### src/include/lsl_pkg.sv
// Package of constants for the link status lamp logic
package lsl_pkg;
    localparam int unsigned CLK_MHZ          = 200;
    localparam int unsigned REFRESH_TMO_MS   = 100;
    localparam int unsigned REFRESH_TMO_CYC  = REFRESH_TMO_MS * 1000 * CLK_MHZ;
    localparam int unsigned FLASH_HALF_MS    = 250;
    localparam int unsigned FLASH_HALF_CYC   = FLASH_HALF_MS * 1000 * CLK_MHZ;
    localparam int unsigned TX_HOLD_US       = 10;
    localparam int unsigned TX_HOLD_CYC      = TX_HOLD_US * CLK_MHZ;
    localparam int unsigned SYNC_WIDTH       = 6;
    localparam logic [5:0]  SYNC_RESET       = 6'h00;
    localparam int unsigned SETTING_WIDTH    = 8;
    localparam logic [7:0]  SETTING_RESET    = 8'h00;
endpackage : lsl_pkg

### src/lsl_led_top.sv
// Status lamp driver for the fieldbus option board
// Notes on behaviour
// Refresh lamp lights on each correctly received refresh frame.
// Refresh lamp goes off after the refresh timeout without frames.
// Error lamp steady while a communication error is present.
// Error lamp flashes if station, baud or switch setting changes while powered.
// Operator cycles power or asserts drive reset to apply settings, stop flashing.
// Alive lamp steady during normal operation, even without traffic.
// Alive lamp flashes when configured version 2 but master is version 1.
// Transmit lamp off once no data has been sent for the TXHOLD_CYC hold count.
// Carrier lamp lit while carrier detected on incoming line.
// Timeout and flash rate are parameter counts; timeout restarts per frame.
`timescale 1ns/100ps
module lsl_led_top #(
    parameter int unsigned REFRESH_CYC = lsl_pkg::REFRESH_TMO_CYC,
    parameter int unsigned FLASH_CYC   = lsl_pkg::FLASH_HALF_CYC,
    parameter int unsigned TXHOLD_CYC  = lsl_pkg::TX_HOLD_CYC
) (
    input  wire logic        ref_clk,
    input  wire logic        resetn,
    input  wire logic        drive_reset_input,
    input  wire logic        refreshOk,
    input  wire logic        commError,
    input  wire logic        txActive,
    input  wire logic        carrierDetect,
    input  wire logic        masterVer1,
    input  wire logic        cfgVer2,
    input  wire logic [7:0]  station_number_setting,
    input  wire logic [7:0]  baud_rate_setting,
    input  wire logic [7:0]  boardSwitch,
    output logic             linkRunLed,
    output logic             linkErrLed,
    output logic             aliveLed,
    output logic             transmit_activity_led,
    output logic             rxCarrierLed
);
    typedef enum logic [2:0] {
        ST_INIT  = 3'b001,
        ST_RUN   = 3'b010,
        ST_DIRTY = 3'b100
    } lsl_state_e;

    lsl_state_e  state_r;
    logic [5:0]  syncPins;
    logic        drvRstS;
    logic        refreshS;
    logic        errS;
    logic        txS;
    logic        carS;
    logic        mv1S;
    logic        refreshD_r;
    logic        refreshPulse;
    logic [31:0] tmoCnt_r;
    logic [31:0] flashCnt_r;
    logic        flash_r;
    logic [31:0] txCnt_r;
    logic [7:0]  stnIn1_r;
    logic [7:0]  stnIn2_r;
    logic [7:0]  baudIn1_r;
    logic [7:0]  baudIn2_r;
    logic [7:0]  swIn1_r;
    logic [7:0]  swIn2_r;
    logic [7:0]  stnHeld_r;
    logic [7:0]  baudHeld_r;
    logic [7:0]  swHeld_r;
    logic        cfgChanged;
    logic [1:0]  syncFill_r;

    // Bring single-bit pins into the clock domain
    lsl_sync #(.WIDTH(lsl_pkg::SYNC_WIDTH)) u_sync (
        .ref_clk (ref_clk),
        .resetn  (resetn),
        .asyncIn ({drive_reset_input, refreshOk, commError, txActive, carrierDetect,
                   masterVer1}),
        .syncOut (syncPins)
    );
    assign {drvRstS, refreshS, errS, txS, carS, mv1S} = syncPins;

    // Setting buses through their own two-stage synchronisers
    always_ff @(posedge ref_clk or negedge resetn) begin
        if (!resetn) begin
            stnIn1_r  <= lsl_pkg::SETTING_RESET;
            stnIn2_r  <= lsl_pkg::SETTING_RESET;
            baudIn1_r <= lsl_pkg::SETTING_RESET;
            baudIn2_r <= lsl_pkg::SETTING_RESET;
            swIn1_r   <= lsl_pkg::SETTING_RESET;
            swIn2_r   <= lsl_pkg::SETTING_RESET;
        end else begin
            stnIn1_r  <= station_number_setting;
            stnIn2_r  <= stnIn1_r;
            baudIn1_r <= baud_rate_setting;
            baudIn2_r <= baudIn1_r;
            swIn1_r   <= boardSwitch;
            swIn2_r   <= swIn1_r;
        end
    end

    // Marks the setting synchronisers as holding pin values after reset
    always_ff @(posedge ref_clk or negedge resetn) begin
        if (!resetn) begin
            syncFill_r <= 2'b00;
        end else begin
            syncFill_r <= {syncFill_r[0], 1'b1};
        end
    end

    assign cfgChanged = (stnIn2_r != stnHeld_r) || (baudIn2_r != baudHeld_r) ||
                        (swIn2_r != swHeld_r);

    // Settings captured after reset; changes later mark the board dirty
    always_ff @(posedge ref_clk or negedge resetn) begin
        if (!resetn) begin
            state_r    <= ST_INIT;
            stnHeld_r  <= lsl_pkg::SETTING_RESET;
            baudHeld_r <= lsl_pkg::SETTING_RESET;
            swHeld_r   <= lsl_pkg::SETTING_RESET;
        end else begin
            case (state_r)
                ST_INIT: begin
                    stnHeld_r  <= stnIn2_r;
                    baudHeld_r <= baudIn2_r;
                    swHeld_r   <= swIn2_r;
                    // Leave only once the synchronisers no longer show reset values
                    if (syncFill_r[1]) begin
                        state_r <= ST_RUN;
                    end
                end
                ST_RUN: begin
                    if (drvRstS) begin
                        state_r <= ST_INIT;
                    end else if (cfgChanged) begin
                        state_r <= ST_DIRTY;
                    end
                end
                ST_DIRTY: begin
                    if (drvRstS) begin
                        state_r <= ST_INIT;
                    end
                end
                default: begin
                    state_r <= ST_INIT;
                end
            endcase
        end
    end

    // Rising edge of the frame-good strobe
    always_ff @(posedge ref_clk or negedge resetn) begin
        if (!resetn) begin
            refreshD_r <= 1'b0;
        end else begin
            refreshD_r <= refreshS;
        end
    end
    assign refreshPulse = refreshS && !refreshD_r;

    // Refresh timeout, reloaded on every good frame
    always_ff @(posedge ref_clk or negedge resetn) begin
        if (!resetn) begin
            tmoCnt_r   <= 32'h0000_0000;
            linkRunLed <= 1'b0;
        end else if (refreshPulse) begin
            tmoCnt_r   <= REFRESH_CYC;
            linkRunLed <= 1'b1;
        end else if (tmoCnt_r > 32'h0000_0001) begin
            tmoCnt_r <= tmoCnt_r - 32'h0000_0001;
        end else begin
            tmoCnt_r   <= 32'h0000_0000;
            linkRunLed <= 1'b0;
        end
    end

    // Free-running flash square wave
    always_ff @(posedge ref_clk or negedge resetn) begin
        if (!resetn) begin
            flashCnt_r <= 32'h0000_0000;
            flash_r    <= 1'b0;
        end else if (flashCnt_r >= FLASH_CYC - 1) begin
            flashCnt_r <= 32'h0000_0000;
            flash_r    <= !flash_r;
        end else begin
            flashCnt_r <= flashCnt_r + 32'h0000_0001;
        end
    end

    // Transmit lamp stretched so short bursts stay visible
    always_ff @(posedge ref_clk or negedge resetn) begin
        if (!resetn) begin
            txCnt_r               <= 32'h0000_0000;
            transmit_activity_led <= 1'b0;
        end else if (txS) begin
            txCnt_r               <= TXHOLD_CYC;
            transmit_activity_led <= 1'b1;
        end else if (txCnt_r > 32'h0000_0001) begin
            txCnt_r <= txCnt_r - 32'h0000_0001;
        end else begin
            txCnt_r               <= 32'h0000_0000;
            transmit_activity_led <= 1'b0;
        end
    end

    // Error, alive and carrier lamps
    always_ff @(posedge ref_clk or negedge resetn) begin
        if (!resetn) begin
            linkErrLed   <= 1'b0;
            aliveLed     <= 1'b0;
            rxCarrierLed <= 1'b0;
        end else begin
            if (state_r == ST_DIRTY) begin
                linkErrLed <= flash_r;
            end else begin
                linkErrLed <= errS;
            end
            if (cfgVer2 && mv1S) begin
                aliveLed <= flash_r;
            end else begin
                aliveLed <= 1'b1;
            end
            rxCarrierLed <= carS;
        end
    end

    // Checks
    chk_refresh_lights: assert property (@(posedge ref_clk) disable iff (!resetn)
        refreshPulse |=> linkRunLed) else $error("refresh lamp not lit");
    chk_refresh_timeout: assert property (@(posedge ref_clk) disable iff (!resetn)
        (linkRunLed && !refreshPulse && tmoCnt_r == 32'h0000_0001) |=> !linkRunLed)
        else $error("refresh lamp not timed out");
    chk_err_steady: assert property (@(posedge ref_clk) disable iff (!resetn)
        (state_r != ST_DIRTY) |=> (linkErrLed == $past(errS)))
        else $error("error lamp wrong");
    chk_dirty_entry: assert property (@(posedge ref_clk) disable iff (!resetn)
        (state_r == ST_RUN && cfgChanged && !drvRstS) |=> state_r == ST_DIRTY)
        else $error("setting change missed");
    chk_dirty_flash: assert property (@(posedge ref_clk) disable iff (!resetn)
        (state_r == ST_DIRTY) |=> (linkErrLed == $past(flash_r)))
        else $error("error lamp not flashing");
    chk_reset_clears: assert property (@(posedge ref_clk) disable iff (!resetn)
        (state_r == ST_DIRTY && drvRstS) |=> state_r == ST_INIT)
        else $error("drive reset ignored");
    chk_alive_steady: assert property (@(posedge ref_clk) disable iff (!resetn)
        !(cfgVer2 && mv1S) |=> aliveLed) else $error("alive lamp off");
    chk_alive_flash: assert property (@(posedge ref_clk) disable iff (!resetn)
        (cfgVer2 && mv1S) |=> aliveLed == $past(flash_r))
        else $error("alive lamp not flashing");
    chk_tx_off: assert property (@(posedge ref_clk) disable iff (!resetn)
        (txCnt_r == 32'h0000_0000 && !txS) |=> !transmit_activity_led)
        else $error("tx lamp on while idle");
    chk_carrier_follow: assert property (@(posedge ref_clk) disable iff (!resetn)
        ##1 rxCarrierLed == $past(carS)) else $error("carrier lamp wrong");
    chk_flash_period: assert property (@(posedge ref_clk) disable iff (!resetn)
        flashCnt_r < FLASH_CYC) else $error("flash counter overran");

    cov_refresh: cover property (@(posedge ref_clk) disable iff (!resetn)
        refreshPulse ##1 linkRunLed);
    cov_timeout: cover property (@(posedge ref_clk) disable iff (!resetn)
        $fell(linkRunLed));
    cov_dirty: cover property (@(posedge ref_clk) disable iff (!resetn)
        state_r == ST_RUN ##1 state_r == ST_DIRTY);
    cov_version: cover property (@(posedge ref_clk) disable iff (!resetn)
        cfgVer2 && mv1S && $fell(aliveLed));
endmodule : lsl_led_top

### src/lsl_sync.sv
// Two-stage synchroniser bank for asynchronous pin inputs
`timescale 1ns/100ps
module lsl_sync #(
    parameter int unsigned WIDTH = 6
) (
    input  wire logic             ref_clk,
    input  wire logic             resetn,
    input  wire logic [WIDTH-1:0] asyncIn,
    output logic      [WIDTH-1:0] syncOut
);
    logic [WIDTH-1:0] stage1_r;

    // Each bit passes two flip-flops
    genvar gi;
    generate
        for (gi = 0; gi < WIDTH; gi++) begin : g_bit
            always_ff @(posedge ref_clk or negedge resetn) begin
                if (!resetn) begin
                    stage1_r[gi] <= 1'b0;
                    syncOut[gi]  <= 1'b0;
                end else begin
                    stage1_r[gi] <= asyncIn[gi];
                    syncOut[gi]  <= stage1_r[gi];
                end
            end
        end
    endgenerate
endmodule : lsl_sync

### config.mk
export PLATFORM = sky130hd
export DESIGN_NAME = lsl_led_top
export DESIGN_NICKNAME = d
export VERILOG_FILES = /design/src/include/lsl_pkg.sv /design/src/lsl_led_top.sv /design/src/lsl_sync.sv
export SDC_FILE = /design/constraint.sdc
export NUM_CORES = 1
export LEC_CHECK = 0
export ABC_AREA = 1
export BUFFER_PORTS_ARGS = -buffer_cell sky130_fd_sc_hd__buf_2
export CAP_MARGIN = 20
export CORE_ASPECT_RATIO = 0.6
export CORE_MARGIN = 5
export CORE_UTILIZATION = 39
export DETAILED_ROUTE_END_ITERATION = 16
export PLACE_DENSITY_LB_ADDON = 0.2
export SYNTH_ARGS = -nofsm -noshare
export SYNTH_HDL_FRONTEND = slang
export SYNTH_SLANG_ARGS = --single-unit
export TNS_END_PERCENT = 10
### constraint.sdc
create_clock -name ref_clk -period 3.7 [get_ports ref_clk]
set_clock_uncertainty 0.2 [all_clocks]
set_input_delay 1.11 -clock ref_clk [delete_from_list [all_inputs] [get_ports ref_clk]]
set_output_delay 1.11 -clock ref_clk [all_outputs]
set_load 0.01 [all_outputs]
Word-level counts from Yosys, hierarchy flattened
Cells that the tools add are included.
- flip-flop bits (word level): 192
- output and inout bits: 5
- $add $sub $neg: 3
- order comparisons: 3
- equality and inequality tests: 11
- multiplexer cells: 16
- reduce and logical (&&, ||, !) cells: 7
- operator list (operator ; count):
    two-way mux 32 bit ; 5
    greater-than comparator 32 x 1 -> 1 bit (second input constant) ; 2
    subtractor 32 x 1 -> 32 bit (second input constant) ; 2
    adder 32 x 1 -> 32 bit (second input constant) ; 1
    greater-or-equal comparator 32 x 26 -> 1 bit (second input constant) ; 1
    != test 8 bit ; 3
    two-way mux 3 bit ; 4
    case mux 3 bit (3 select lines) ; 1
    two-way mux 1 bit ; 6
    != test 2 x 1 -> 1 bit (second input constant) ; 2
    != test 2 bit (second input constant) ; 2
    equality test 3 x 1 -> 1 bit (second input constant) ; 1
    equality test 3 x 2 -> 1 bit (second input constant) ; 1
    equality test 3 bit (second input constant) ; 1
    != test 3 x 2 -> 1 bit (second input constant) ; 1
    AND reduction 3 bit ; 1
    logical AND 1 bit ; 2
    logical NOT 1 bit ; 2
    logical OR 1 bit ; 2

Longest topological paths before layout
Gate-level depths: netlist of run 1.
- depth in word-level cells: 6
- gate-level depth with buffers: 10
- gate-level depth less buffers: 10

Cells and area by module
Synthesis of run 1 repeated with hierarchy kept, for this count alone.
- cell total of the unflattened synthesis: 1074
- area total of the unflattened synthesis: 8805.9 um^2
- by module, submodules not included (module ; instances ; cells an instance ; area an instance (um^2) ; sequential area each (um^2)):
    lsl_led_top ; 1 ; 1062 ; 8505.7 ; 4505.6
    lsl_sync ; 1 ; 12 ; 300.3 ; 300.3

Worst setup path before layout of run 1
Ideal clock, no wire load.
- path kind: flip-flop to flip-flop
- start point: reg txCnt_r[0]
- end point: reg txCnt_r[17]
- library setup time: 120 ps
- data arrival time: 1543 ps
- required time: 3380 ps
- path slack: 1837 ps
- stages on the path, launching flop included: 10
- path buffers: 1
- clock period less this slack: 1863 ps
- cells stage by stage: dfrtp_1 inv_1 ha_1 nand3_2 nor2_2 nand2_1 a21o_1 nand2_2 buf_6 nor2_1
- word-level cells in the longest chain between the ends: 3
- elaborated cells between the ends (all ways): 4
- those cells by class: 1 x add/sub; 1 x order compare; 2 x mux
- RTL lines (item ; line ; text):
    start: declaration ; lsl_led_top.sv:56 ; logic [31:0] txCnt_r;
    start signal: assignment ; lsl_led_top.sv:195 ; txCnt_r <= txCnt_r - 32'h0000_0001;
    subtractor 32 x 1 -> 32 bit or greater-than comparator 32 x 1 -> 1 bit (tied branches) ; lsl_led_top.sv:195, lsl_led_top.sv:194 ;
    two-way mux 32 bit * ; lsl_led_top.sv:194 ; end else if (txCnt_r > 32'h0000_0001) begin
    two-way mux 32 bit * ; lsl_led_top.sv:191 ; end else if (txS) begin
Every way passes the cells marked *; elsewhere a longest branch is shown, timed or not.
A chain may end at the register's enable or synchronous reset.

Worst setup path in the final report of run 1
- start point: reg transmit_activity_led
- end point: out transmit_activity_led
- RTL lines (item ; line ; text):
    start: declaration ; lsl_led_top.sv:34 ; output logic transmit_activity_led,
    start signal: assignment ; lsl_led_top.sv:190 ; transmit_activity_led <= 1'b0;
    start signal: assignment ; lsl_led_top.sv:193 ; transmit_activity_led <= 1'b1;
    start signal: assignment ; lsl_led_top.sv:198 ; transmit_activity_led <= 1'b0;
No word-level cell between the ends.

==> results of run 1 <==
[path summary, 6_finish.rpt]
path	startpoint	end	slack [ns]	cells past startpoint
worst min register to register	u_sync.syncOut[1]	rxCarrierLed	0.15	0
worst max register to register	txCnt_r[0]	transmit_activity_led	1.45	10
max in group asynchronous	resetn	state_r[0]	2.06	2
min in group asynchronous	resetn	stnIn1_r[1]	0.53	1
worst max-delay path	transmit_activity_led	transmit_activity_led	1.41	1
worst min-delay path	u_sync.syncOut[1]	rxCarrierLed	0.15	0
[worst reg2reg max path: stages (launching register included)]
cell	delay [ns]
dfrtp_1	0.41
inv_1	0.11
ha_1	0.21
nand3_2	0.15
nor2_2	0.19
nand2_1	0.13
a21oi_1	0.28
buf_4	0.22
nor2_1	0.11
nand2_1	0.09
nand2_1	0.04
[through the flow]
step                total power, W  std cells  setup WS, ns  cell area (µm²)
floorplan                  0.00320       1013          1.84             8710
global placement           0.00346       1332          1.54             9290
detailed placement         0.00348       1332          1.45             9290
CTS                        0.00533       1364          1.38             9880
global route               0.00560       1364          1.25             9880
finish                     0.00525       1364          1.41             9880
[registers in the layout (all words and copies together), names as in the netlist, 2 cells and up]
register	cells
baudHeld_r	8
baudIn1_r	8
baudIn2_r	8
flashCnt_r	32
state_r	3
stnHeld_r	8
stnIn1_r	8
stnIn2_r	8
swHeld_r	8
swIn1_r	8
swIn2_r	8
syncFill_r	2
tmoCnt_r	32
txCnt_r	32
u_sync.stage1_r	6
u_sync.syncOut	6
[power by group]
part | leakage (nW) | internal [W] | total (W) | switching, W
registers | 2.37 | 0.00234 | 0.00250 | 0.000159
clock network | 0.288 | 0.000912 | 0.00182 | 0.000911
logic | 2.03 | 0.000316 | 0.000921 | 0.000605
[layer usage]
| layer | GRT usage | vias up | share of wire |
|---|---|---|---|
| li1 | - | 3236 | - |
| met1 | 0.232 | 2886 | 0.56 |
| met2 | 0.194 | 90 | 0.39 |
| met3 | 0.0331 | 9 | 0.037 |
| met4 | 0.0351 | 0 | 0.0084 |
| met5 | 0 | - | 0 |
[area by class of cell]
class	instances	area, µm²
fill	2145	12100
clock buffer	17	425
timing repair buffer	42	269
inverter	120	450
sequential	192	4810
multi-input combinational	692	3410
clock inverter	15	164
tap	286	358
[cells in the final DEF, fill, tap and decap left out, types with 3 or more instances in the layout]
cell type  instances
nand2_1          223
nor2_1           196
dfrtp_1          191
inv_1            114
nand3_1           46
xor2_1            46
buf_2             36
o21ai_0           33
nor3_1            31
nand4_1           21
clkbuf_16         17
nor2_2            16
a21oi_1           13
xnor2_1           11
conb_1             7
and2_1             6
or2_2              6
inv_8              6
nand2_2            5
ha_1               5
inv_2              4
nor3_2             4
nor2_4             3
nand3_2            3
clkinv_8           3
inv_6              3
buf_12             3
[logic make-up (layout without fill, tap and decap cells)]
family / after synthesis / in the layout / synth area share
AND/OR/NAND/NOR: 571 / 571 / 0.291
buffers and inverters: 129 / 194 / 0.0580
AO/OA/AOI/OAI: 52 / 52 / 0.0332
XOR/XNOR: 57 / 57 / 0.0574
adder cells (fa/ha/maj): 5 / 5 / 0.00719
other: 2 / 7 / 0.000864
flip-flops: 192 / 192 / 0.553
==> flow_summary_export.csv, run 1 <==
group,metric,value,unit
timing,hold-worst-slack,0.149,ns
clock_network,htree_levels,4,
drt,drt_first_pass_iters,5,
global_route,gr-total-overflow,0,
critical_path,crit_path_start_kind,"flip-flop",
timing,setup_viol,0,
synthesis,synth_top_area_share,0.550,
place,dp_hpwl,12400,µm
floorplanning,die_h,126,µm
drt,via_count,6221,
timing,fin_crit,2.29,ns
synthesis,synthArstFlopShare,1.00,
power_and_ir_drop,ir_drop,0.000335,V
timing,fmax,0.436,GHz
synthesis,ys_seq_area_frac,0.553,
final_layout,n_antenna_cell,0,
synthesis,syn_avg_cell_area,8.63,µm²
timing,drv_slew,0,
synthesis,synth_area_leaders,"dfrtp_1, nand2_1, nor2_1, inv_1, xor2_1",
critical_path,worstPathArrival,0.98,ns
drt,drtIter0Drc,395,
critical_path,worstPathBufferInverterCount,1,
floorplanning,initial_core_util,0.396,
synthesis,yosysWarningCount,0,
status,status,"completed",
global_route,grt_pass1_vias,6062,
synthesis,ys.flop_type,"dfrtp_1",
floorplanning,die-area,25500,µm²
final_layout,layout-drive-gt1-share,0.116,
clock_network,numCtsBuffers,17,
drt,finalWirelength,17300,µm
drt,wl_per_cell,12.7,µm
power_and_ir_drop,power_density,531,nW/µm²
clock_network,postCtsHoldBufs,0,
critical_path,cp_top_family,"flip-flops",
critical_path,worstSetupPathType,"flip-flop to primary output",
floorplanning,rows,42,
power_and_ir_drop,p_leak,4.69,nW
drt,drc,0,
synthesis,syn_area,8700,µm²
synthesis,yosysMostFrequentCell,"nand2_1",
clock_network,clk_latency,0.44,ns
drt,postRouteAntennaNets,0,
clock_network,cts_tree,"done",
final_layout,nets,1103,
timing,worst_pin_slew,0.672,ns
synthesis,synth_cells,1008,
floorplanning,core-area,22000,µm²
clock_network,root_buffer,"clkbuf_16",
synthesis,ys_ff_latch,192,
final_layout,postLayoutCoreUtil,0.450,
place,port_buffers,37,
timing,post-route-period-util,0.620,
synthesis,ys_types,38,
critical_path,crit_chain,"buf_2",
global_route,grt_usage,0.144,
clock_network,clock-sinks,192,
place,gp_congestion,0.843,
critical_path,crit_slowest_cell,"dfrtp_1",
clock_network,cts.repair.resized,0,
timing,maxSlewHeadroom,0.552,
clock_network,postCtsSetupRepairBufs,0,
timing,hold_violations,0,
drt,viasPerCell,4.56,
global_route,antenna_found_initial,0,
clock_network,cts.clk_slew.worst_paths,0.08,ns
global_route,grt_max_degree,81,
global_route,grt_pass1_wl,30100,µm
critical_path,worstPathRequired,2.39,ns
floorplanning,dieWidth,203,µm
timing,rsz0062_at_grt,"false",
synthesis,synth-edff-count,0,
min_path,hold_path.class,"flip-flop to flip-flop",
clock_network,cts_max_path_buffers,2,
timing,fin_setup_tns,0,ns
job,cap_violations,0,
synthesis,synthTopCellsByCount,"nand2_1, nor2_1, dfrtp_1",
final_layout,area_delta_synth_final,13.7,%
critical_path,crit_fanout,2,
critical_path,end_kind,"primary output",
critical_path,cp_slowest_stage_delay,0.40,ns
synthesis,yosys.area.top_type,"dfrtp_1",
floorplanning,io_pins,38,
Power figures use the tool's default switching activity.
==> run 2, diff against run 1 <==
Clock period 3.7 ns to 2.2 ns, I/O delays scaled along.
==> run 2 against run 1 <==
Net effect:
- die area unchanged
- power up 68%
- critical endpoint is now txCnt_r[9]
- routed wire length grew 5.7%
- worst hold slack lost 0.023 ns
- non-clock buffer count rose by 12
==> flow_summary_export.csv, run 2 (same netlist as run 1, synthesis figures left out) <==
group,metric,value,unit
drt,viasPerCell,4.66,
critical_path,crit_path_start_kind,"flip-flop",
final_layout,top_regs,"flashCnt_r: 32 flops, tmoCnt_r: 32 flops, txCnt_r: 32 flops",
timing,maxSlewHeadroom,0.574,
clock_network,htree_levels,4,
global_route,gr-total-overflow,0,
floorplanning,io_pins,38,
power_and_ir_drop,switching_share,0.299,
drt,via_count,6418,
floorplanning,rows,42,
timing,fmax,0.492,GHz
min_path,holdPathStages,1,
critical_path,r2r_cells,8,
clock_network,root_buffer,"clkbuf_16",
power_and_ir_drop,switchingPower,0.00264,W
final_layout,nFillCells,2157,
critical_path,worstPathArrival,2.13,ns
critical_path,worstPathRequired,2.30,ns
timing,fin_crit,2.03,ns
floorplanning,dieWidth,203,µm
timing,drv_slew,0,
global_route,grt_pass1_vias,5969,
drt,finalWirelength,18300,µm
timing,setup_slack,0.166,ns
drt,drtIter0Drc,492,
global_route,grt_pass1_wl,31200,µm
power_and_ir_drop,p_clk_frac,0.343,
timing,hold_violations,0,
power_and_ir_drop,p_seq_frac,0.477,
final_layout,layout-drive-gt1-share,0.123,
global_route,grt_max_degree,47,
floorplanning,die_h,126,µm
clock_network,numCtsBuffers,17,
place,port_buffers,37,
power_and_ir_drop,totalPowerFinal,0.00882,W
critical_path,worstSetupPathType,"flip-flop to flip-flop",
clock_network,cts.clk_slew.worst_paths,0.07,ns
floorplanning,die-area,25500,µm²
critical_path,crit_fanout,10,
final_layout,final_cell_mix,"nand2_1, nor2_1, dfrtp_1",
power_and_ir_drop,p_int,0.00618,W
drt,postRouteAntennaNets,0,
place,gp_congestion,0.877,
job,cap_violations,0,
place,dp_hpwl,13500,µm
timing,post-route-period-util,0.924,
clock_network,postCtsSetupRepairBufs,0,
final_layout,n_antenna_cell,0,
final_layout,area_delta_synth_final,14.8,%
clock_network,cts_tree,"done",
final_layout,nets,1115,
power_and_ir_drop,ir_drop,0.000477,V
global_route,grt_usage,0.153,
final_layout,final_common_cell,"nand2_1",
timing,worst_pin_slew,0.634,ns
floorplanning,core-area,22000,µm²
power_and_ir_drop,combPwrFrac,0.180,
critical_path,end_kind,"flip-flop",
power_and_ir_drop,p_leak,4.74,nW
timing,setup_viol,0,
power_and_ir_drop,power_density,883,nW/µm²
final_layout,multi_input_area,3420,µm²
floorplanning,initial_core_util,0.396,
clock_network,clk_latency,0.44,ns
drt,drc,0,
drt,wl_per_cell,13.3,µm
drt,drt_first_pass_iters,5,
clock_network,clock-sinks,192,
timing,rsz0062_at_grt,"true",
min_path,hold_path.class,"primary input to flip-flop",
final_layout,seq_area,4810,µm²
clock_network,cts_max_path_buffers,2,
global_route,antenna_found_initial,0,
place,place_ws,0.0652,ns
timing,fin_setup_tns,0,ns
status,status,"completed",
==> run 2: changes by cell type in the layout (fill, tap and decap cells not counted), sizes merged <==
cell	change
buf	+11
inv	-7
clkinvlp	+4
clkbuf	+3
bufinv	+2
clkinv	-2
dlygate4sd3	+1
==> run 2: path summary, 6_finish.rpt <==
check,startpoint,endpoint,slack (ns)
setup / recovery,txCnt_r[0],txCnt_r[9],0.17
hold / removal,refreshOk,u_sync.stage1_r[4],0.13
setup reg to reg,txCnt_r[0],txCnt_r[9],0.17
hold reg to reg,u_sync.stage1_r[4],u_sync.syncOut[4],0.14
max in group asynchronous,resetn,flashCnt_r[29],0.64
min in group asynchronous,resetn,swIn1_r[1],0.51
==> run 2: timing repair <==
item | CTS | global route
resized for setup | 0 | 2
endpoints found under the setup margin | 0 | 18
hold buffers | 1 | 0
hold endpoints to repair | 31 | 0
==> run 2: critical path, stage by stage, from the launching register on <==
cell     delay (ns)
dfrtp_1        0.40
inv_1          0.10
ha_1           0.20
nand3_2        0.18
nor2_2         0.20
nand2_1        0.12
a21oi_1        0.20
buf_4          0.20
o21ai_0        0.11
==> run 2: area by class of cell <==
type | instances | share of cell area
Clock buffer | 20 | 0.0437
Clock inverter | 12 | 0.0137
Inverter | 120 | 0.0451
Multi-Input combinational cell | 692 | 0.343
Sequential cell | 192 | 0.481
Tap cell | 286 | 0.0358
Timing Repair Buffer | 54 | 0.0375
==> run 2: through the flow <==
step	instances	hold slack [ns]	util	instance area, µm²
3_3_place_gp	1343	0.132	0.427	9390
2_1_floorplan	1013	0.131	-	8710
3_5_place_dp	1343	0.136	0.427	9390
6_report	1376	0.127	0.454	9980
4_1_cts	1376	0.0957	0.454	9970
5_1_grt	1376	0.101	0.454	9980
==> run 2: per-layer routing <==
layer	routed length, µm	track usage
met3	1010	0.0352
met2	6640	0.183
met4	209	0.0447
met1	10500	0.265
met5	0	0
==> run 2: power groups by stage <==
stage	sequential [W]	combinational [W]	clock [W]
6_report	0.00421	0.00159	0.00302
5_1_grt	0.00425	0.00185	0.00329
4_1_cts	0.00421	0.00162	0.00314
3_5_place_dp	0.00427	0.00161	0
3_3_place_gp	0.00427	0.00158	0
2_1_floorplan	0.00421	0.00117	0
